[config.mk]
export PLATFORM = sky130hd
export DESIGN_NAME = irap_port
export DESIGN_NICKNAME = d
export VERILOG_FILES = /design/src/design/irap_line_mon.v /design/src/design/irap_port.v
export VERILOG_INCLUDE_DIRS = /design/src /design/src/design
export SDC_FILE = /design/constraint.sdc
export NUM_CORES = 1
export LEC_CHECK = 0
export ABC_AREA = 1
export BUFFER_PORTS_ARGS = -buffer_cell sky130_fd_sc_hd__buf_2
export CORE_MARGIN = 3
export CORE_UTILIZATION = 41
export CTS_BUF_LIST = sky130_fd_sc_hd__clkbuf_8
export CTS_CLUSTER_DIAMETER = 200
export DETAILED_ROUTE_END_ITERATION = 16
export PLACE_DENSITY_LB_ADDON = 0.1
export SKIP_CTS_REPAIR_TIMING = 1
export SYNTH_ARGS = -nofsm -noshare
export SYNTH_HDL_FRONTEND = slang
export SYNTH_SLANG_ARGS = --single-unit
[constraint.sdc]
create_clock -name clk_i -period 6.4 [get_ports clk_i]
set_input_delay 0.32 -clock clk_i [delete_from_list [all_inputs] [get_ports clk_i]]
set_output_delay 0.32 -clock clk_i [all_outputs]
set_load 0.05 [all_outputs]
[src/design/irap_consts.vh]
// Constants shared by the two-wire register access port.
`ifndef IRAP_CONSTS_VH
`define IRAP_CONSTS_VH

// ----------------------------------------------------------------------------
// Slave address
// ----------------------------------------------------------------------------
// Upper four bits of the 7-bit slave address; the three straps fill the rest.
`define IRAP_SLV_ADDR_HI 4'hD
`define IRAP_RW_BIT 0

// ----------------------------------------------------------------------------
// Operation codes
// ----------------------------------------------------------------------------
`define IRAP_OP_READ 3'h4
`define IRAP_OP_WRITE 3'h3

// ----------------------------------------------------------------------------
// Field positions in the 32-bit command word, command byte 0 in bits 31:24
// ----------------------------------------------------------------------------
`define IRAP_F_OP_MSB 26
`define IRAP_F_OP_LSB 24
`define IRAP_F_PORT_HI_MSB 19
`define IRAP_F_PORT_HI_LSB 16
`define IRAP_F_PORT_LO 15
`define IRAP_F_BE_MSB 13
`define IRAP_F_BE_LSB 10
`define IRAP_F_ADDR_HI_MSB 9
`define IRAP_F_ADDR_HI_LSB 8
`define IRAP_F_ADDR_LO_MSB 7
`define IRAP_F_ADDR_LO_LSB 0

// ----------------------------------------------------------------------------
// Byte and bit counts
// ----------------------------------------------------------------------------
`define IRAP_BIT_LAST 4'h8
`define IRAP_BIT_ACK 4'h9
`define IRAP_IDX_CMD_LAST 4'h3
`define IRAP_IDX_DATA_LAST 4'h7
`define IRAP_IDX_SAT 4'h8

// ----------------------------------------------------------------------------
// Reset values
// ----------------------------------------------------------------------------
`define IRAP_BUF_RST 32'h00000000

`endif

[src/design/irap_line_mon.v]
// Bus line monitor: clock edges and start/stop conditions of the two-wire bus.
`timescale 1ns/1ps

module irap_line_mon (
	// Clock and reset
	input wire clk_i,
	input wire rst_i,
	// Bus lines, already synchronous to clk_i
	input wire scl_i,
	input wire sda_i,
	// Line events, one cycle each
	output wire scl_rise_o,
	output wire scl_fall_o,
	output wire start_o,
	output wire stop_o
);

reg scl_q;
reg sda_q;

// Idle bus is high on both lines, so the history starts there to avoid a false edge.
always @(posedge clk_i or posedge rst_i) begin
	if (rst_i) begin
		scl_q <= 1'b1;
		sda_q <= 1'b1;
	end else begin
		scl_q <= scl_i;
		sda_q <= sda_i;
	end
end

assign scl_rise_o = scl_i & ~scl_q;
assign scl_fall_o = ~scl_i & scl_q;
// Data moving while the clock stays high frames a transfer.
assign start_o = scl_i & scl_q & sda_q & ~sda_i;
assign stop_o = scl_i & scl_q & ~sda_q & sda_i;

endmodule // irap_line_mon

[src/design/irap_port.v]
// Two-wire slave port giving an outside master read and write access to port registers.
`timescale 1ns/1ps
`include "irap_consts.vh"

module irap_port (
	// Clock and reset
	input wire clk_i,
	input wire rst_i,
	// Two-wire bus, open drain data
	input wire scl_i,
	input wire sda_i,
	output reg sda_o,
	output reg sda_oe_o,
	// Slave address straps
	input wire [2:0] strap_i,
	// Register request to the port register files
	output reg reg_rd_o,
	output reg reg_wr_o,
	output reg [4:0] reg_port_o,
	output reg [11:0] reg_addr_o,
	output reg [3:0] reg_be_o,
	output reg [31:0] reg_wdata_o,
	// Register read answer
	input wire reg_rvalid_i,
	input wire [31:0] reg_rdata_i,
	// Status
	output reg fetch_busy_o,
	output reg busy_o
);

// ----------------------------------------------------------------------------
// States
// ----------------------------------------------------------------------------
localparam [2:0] ST_IDLE = 3'h0;
localparam [2:0] ST_ADDR = 3'h1;
localparam [2:0] ST_WRX = 3'h2;
localparam [2:0] ST_TX = 3'h3;
localparam [2:0] ST_MACK = 3'h4;

// ----------------------------------------------------------------------------
// Helpers
// ----------------------------------------------------------------------------
function [7:0] pick_byte;
	input [31:0] word;
	input [1:0] idx;
	begin
		case (idx)
			2'h0: pick_byte = word[31:24];
			2'h1: pick_byte = word[23:16];
			2'h2: pick_byte = word[15:8];
			default: pick_byte = word[7:0];
		endcase
	end
endfunction

reg [2:0] state;
reg [3:0] bit_cnt;
reg [3:0] byte_idx;
reg [7:0] rx_sr;
reg [7:0] tx_sr;
reg [1:0] tx_idx;
reg [31:0] cmd_sr;
reg [23:0] wdata_sr;
reg [2:0] op_code;
reg [31:0] hold_buf;

wire scl_rise;
wire scl_fall;
wire start_det;
wire stop_det;
wire [31:0] next_cmd;
wire [7:0] first_byte;
wire [7:0] next_byte;
wire addr_hit;

irap_line_mon u_line_mon (
	.clk_i(clk_i),
	.rst_i(rst_i),
	.scl_i(scl_i),
	.sda_i(sda_i),
	.scl_rise_o(scl_rise),
	.scl_fall_o(scl_fall),
	.start_o(start_det),
	.stop_o(stop_det)
);

assign next_cmd = {cmd_sr[23:0], rx_sr};
assign addr_hit = (rx_sr[7:1] == {`IRAP_SLV_ADDR_HI, strap_i});
assign first_byte = pick_byte(hold_buf, 2'h0);
assign next_byte = pick_byte(hold_buf, tx_idx);

// ----------------------------------------------------------------------------
// Protocol engine
// ----------------------------------------------------------------------------
// The device only changes the data line after a clock fall, so its own drive
// can never look like a start or stop to the line monitor.
always @(posedge clk_i or posedge rst_i) begin
	if (rst_i) begin
		state <= ST_IDLE;
		bit_cnt <= 4'h0;
		byte_idx <= 4'h0;
		rx_sr <= 8'h00;
		tx_sr <= 8'h00;
		tx_idx <= 2'h0;
		cmd_sr <= 32'h00000000;
		wdata_sr <= 24'h000000;
		op_code <= 3'h0;
		hold_buf <= `IRAP_BUF_RST;
		sda_o <= 1'b0;
		sda_oe_o <= 1'b0;
		reg_rd_o <= 1'b0;
		reg_wr_o <= 1'b0;
		reg_port_o <= 5'h00;
		reg_addr_o <= 12'h000;
		reg_be_o <= 4'h0;
		reg_wdata_o <= 32'h00000000;
		fetch_busy_o <= 1'b0;
		busy_o <= 1'b0;
	end else begin
		reg_rd_o <= 1'b0;
		reg_wr_o <= 1'b0;
		sda_o <= 1'b0;
		busy_o <= (state != ST_IDLE);
		if (reg_rvalid_i) begin
			hold_buf <= reg_rdata_i;
			fetch_busy_o <= 1'b0;
		end
		if (stop_det) begin
			state <= ST_IDLE;
			sda_oe_o <= 1'b0;
		end else if (start_det) begin
			// A repeated start keeps the command, so both read forms work.
			state <= ST_ADDR;
			bit_cnt <= 4'h0;
			sda_oe_o <= 1'b0;
		end else begin
			case (state)
				ST_ADDR, ST_WRX: begin
					if (scl_rise && bit_cnt < `IRAP_BIT_LAST) begin
						rx_sr <= {rx_sr[6:0], sda_i};
						bit_cnt <= bit_cnt + 4'h1;
					end else if (scl_fall && bit_cnt == `IRAP_BIT_LAST) begin
						bit_cnt <= `IRAP_BIT_ACK;
						if (state == ST_ADDR) begin
							if (addr_hit) begin
								sda_oe_o <= 1'b1;
								byte_idx <= 4'h0;
							end else begin
								state <= ST_IDLE;
							end
						end else begin
							sda_oe_o <= 1'b1;
							if (byte_idx != `IRAP_IDX_SAT) begin
								byte_idx <= byte_idx + 4'h1;
							end
							if (byte_idx < `IRAP_IDX_CMD_LAST) begin
								cmd_sr <= next_cmd;
							end else if (byte_idx == `IRAP_IDX_CMD_LAST) begin
								cmd_sr <= next_cmd;
								op_code <= next_cmd[`IRAP_F_OP_MSB:`IRAP_F_OP_LSB];
								reg_port_o <= {next_cmd[`IRAP_F_PORT_HI_MSB:`IRAP_F_PORT_HI_LSB],
									next_cmd[`IRAP_F_PORT_LO]};
								reg_be_o <= next_cmd[`IRAP_F_BE_MSB:`IRAP_F_BE_LSB];
								reg_addr_o <= {next_cmd[`IRAP_F_ADDR_HI_MSB:`IRAP_F_ADDR_HI_LSB],
									next_cmd[`IRAP_F_ADDR_LO_MSB:`IRAP_F_ADDR_LO_LSB],
									2'b00};
								// Reserved bits are simply never decoded.
								if (next_cmd[`IRAP_F_OP_MSB:`IRAP_F_OP_LSB] == `IRAP_OP_READ) begin
									reg_rd_o <= 1'b1;
									fetch_busy_o <= 1'b1;
								end
							end else if (byte_idx < `IRAP_IDX_DATA_LAST) begin
								wdata_sr <= {wdata_sr[15:0], rx_sr};
							end else if (byte_idx == `IRAP_IDX_DATA_LAST) begin
								if (op_code == `IRAP_OP_WRITE) begin
									reg_wdata_o <= {wdata_sr, rx_sr};
									reg_wr_o <= 1'b1;
								end
							end
						end
					end else if (scl_fall && bit_cnt == `IRAP_BIT_ACK) begin
						bit_cnt <= 4'h0;
						if (state == ST_ADDR && rx_sr[`IRAP_RW_BIT]) begin
							// Read transaction: drive the first bit right away.
							state <= ST_TX;
							tx_sr <= first_byte;
							tx_idx <= 2'h1;
							sda_oe_o <= ~first_byte[7];
						end else begin
							state <= ST_WRX;
							sda_oe_o <= 1'b0;
						end
					end
				end
				ST_TX: begin
					if (scl_rise) begin
						bit_cnt <= bit_cnt + 4'h1;
					end else if (scl_fall) begin
						if (bit_cnt == `IRAP_BIT_LAST) begin
							sda_oe_o <= 1'b0;
							state <= ST_MACK;
						end else begin
							tx_sr <= {tx_sr[6:0], 1'b0};
							sda_oe_o <= ~tx_sr[6];
						end
					end
				end
				ST_MACK: begin
					if (scl_rise && sda_i) begin
						// Master declined more data; wait for stop or start.
						state <= ST_IDLE;
					end else if (scl_fall) begin
						state <= ST_TX;
						bit_cnt <= 4'h0;
						tx_sr <= next_byte;
						tx_idx <= tx_idx + 2'h1;
						sda_oe_o <= ~next_byte[7];
					end
				end
				default: begin
					sda_oe_o <= 1'b0;
				end
			endcase
		end
	end
end

endmodule // irap_port

==> run_results.csv <==
group,metric,value,unit
synthesis,synth_top_family_by_area,"simple AND/OR/NAND/NOR gates",
finish,syn_to_final_growth,12.89,%
global_route,grt_pass1_vias,5269,
job,maxCapViolations,0,
setup_path,rrSetupSlack,4.01,ns
synthesis,synthTopCellsByArea,"dfrtp_1, nand2_1, o21ai_2",
finish,multi_input_area,2821,um^2
timing,layout_min_cycle_time,2.448,ns
floorplanning,die_w,140.7,um
timing,rsz0062_at_grt,"no",
global_route,grt_overflow,0,
synthesis,yosys.area_share.simple,0.2129,
synthesis,synthFlopType,"dfrtp_1",
finish,regArea,3981,um^2
setup_path,end_kind,"register",
synthesis,netlist.area_leader.share,0.5284,
route,dr.pass1.iters,4,
finish,drive_gt1_frac,0.2367,
floorplanning,start_util,0.4240,
global_route,gr-usage-all-layers,0.1671,
timing,slew_viol_final,0,
floorplanning,num_io_pins,99,
synthesis,synthAdderAreaFrac,0.01514,
timing,setup_viol,0,
floorplanning,rows,48,
clock_network,cts_buffers,17,
synthesis,yosys_register_bits,159,
timing,timing.final.hold_violations,0,
synthesis,async_flop_share,1.000,
timing,whs,0.03387,ns
clock_network,clk_pin_slew_worst_paths,0.08,ns
clock_network,clock_latency,0.45,ns
placed_design,dp_cells,1129,
synthesis,ys_seq_area_frac,0.5354,
floorplanning,fp.dieH,140.7,um
finish,nNetsFinal,974,
clock_network,htreeDepth,4,
synthesis,synth.distinct_cells,36,
synthesis,synth_compound_area_frac,0.1457,
clock_network,cts.sinks,159,
route,routedWlPerCell,13.39,um
global_route,grt_pass1_wl,26.85,mm
global_route,antenna_found_initial,0,
placed_design,io_buffers,95,
timing,finalSetupTns,0,ns
timing,clock.fmax,408.5,MHz
finish,fillCellCount,1738,
pwr,peakVddDrop,0.1571,mV
placed_design,gp_congestion,0.8752,
finish,final_common_cell,"nand2_1",
timing,slew_headroom,0.4065,
pwr,leakage,4.382,nW
synthesis,mappedNetlistArea,7436,um^2
setup_path,required,6.72,ns
floorplanning,core,17540,um^2
timing,post-route-period-util,0.3825,
route,vias_per_cell,4.732,
clock_network,clock_path_buffers,2,
synthesis,synth_cells,839,
clock_network,cts_tree,"done",
synthesis,synth.avg_cell_area,8.863,um^2
timing,skew,0.01751,ns
synthesis,ys.warnings.count,0,
placed_design,dp_hpwl,10.73,mm
global_route,grt_max_degree,97,
pwr,powerDensity,319.4,nW/um^2
finish,final_cell_mix,"nand2_1, dfrtp_1, buf_2",
synthesis,synth_edf_count,0,
route,drtAntennaViolNets,0,
timing,worst_pin_slew,0.8892,ns
route,drcViolationCount,0,
setup_path,path_max_fanout,44,
finish,antenna_cells,0,
setup_path,cp-start-kind,"input port",
hold_path,hold_class,"in2async",
route,totalWireLength,15.58,mm
synthesis,yosys-mux-area-fraction,0,
synthesis,synth-xor-area-share,0.003534,
setup_path,crit_arrival,2.77,ns
setup_path,path_class,"in2reg",
route,dr_total_vias,5503,
floorplanning,fp.dieArea,19790,um^2
synthesis,yosys.area.top_type,"dfrtp_1",
finish,instances_no_fill,1163,
route,drtIter0Drc,432,
status,outcome,"finished, final reports clean",
clock_network,root_buffer,"clkbuf_8",
worst paths after layout:
kind                                  from              end  cells after the start
max                                  scl_i       op_code[2]                     10
min                                  rst_i    reg_port_o[1]                      2
max reg2reg                       state[0]         state[1]                     10
min reg2reg                    hold_buf[8]      hold_buf[8]                      2
max in group asynchronous            rst_i  reg_wdata_o[14]                      3
min in group clk_i         reg_rdata_i[11]     hold_buf[11]                      3
cell usage after synthesis (3+ instances only):
cell type,count
o21ai_1,30
buf_6,15
o211ai_1,6
buf_4,5
clkbuf_1,12
nand2_1,240
a21oi_1,50
dfrtp_1,157
ha_1,9
o21ai_0,35
xor2_1,3
inv_2,4
nand3_1,27
inv_1,92
nor2_2,6
o21ai_2,52
nor2_1,54
nand2_2,16
layer usage:
layer | share of wire | global-route usage | up-vias
li1 | - | - | 2821
met1 | 0.49 | 0.2406 | 2560
met2 | 0.46 | 0.2533 | 105
met3 | 0.042 | 0.03799 | 17
met4 | 0.013 | 0.04997 | 0
met5 | 0 | 0 | -
registers in the layout (all words and copies together) (netlist names), 4 cells and up:
| name | count |
|---|---|
| byte_idx | 4 |
| wdata_sr | 24 |
| reg_port_o | 5 |
| reg_be_o | 4 |
| reg_addr_o | 10 |
| tx_sr | 7 |
| hold_buf | 32 |
| cmd_sr | 14 |
| bit_cnt | 4 |
| reg_wdata_o | 32 |
| rx_sr | 8 |
area by class of cell:
type                    instances  area share
flip-flops and latches        159      0.4743
repair buffers                 99     0.06081
clock buffers                  22     0.03607
clock inverters                10     0.01282
well taps                     225     0.03354
multi-input cells             549      0.3361
inverters                      99     0.04636
through the flow:
step	utilization	instance area, um^2	total power (W)	worst slack [ns]
after floorplan	-	7443	0.001776	1.792
final	0.4787	8394	0.002681	3.952
after global routing	0.4787	8394	0.002879	3.742
after global placement	0.4541	7964	0.001947	4.000
after detailed placement	0.4541	7964	0.001950	4.028
after CTS	0.4775	8374	0.002718	4.009
where the power goes:
| group | leakage (nW) | internal [W] | switching [W] |
|---|---|---|---|
| combinational | 2.16 | 0.000211 | 0.000498 |
| clock | 0.218 | 0.000397 | 0.000362 |
| sequential | 2.00 | 0.00112 | 0.0000939 |
logic make-up after synthesis:
family | Yosys count
AND/OR/NAND/NOR | 360
AO/OA/AOI/OAI | 174
flip-flops | 159
buffers and inverters | 133
adder cells (fa/ha/maj) | 9
XOR/XNOR | 3
other | 1
critical path, stage by stage:
cell and delay [ns]:
dlygate4sd3_1 0.55, buf_2 0.14, inv_1 0.09, nor2_2 0.06
nand2_2 0.13, inv_1 0.14, nor2_2 0.26, nand4_4 0.70
nand2_1 0.27, o21ai_2 0.07
Power figures use the tool's default switching activity.
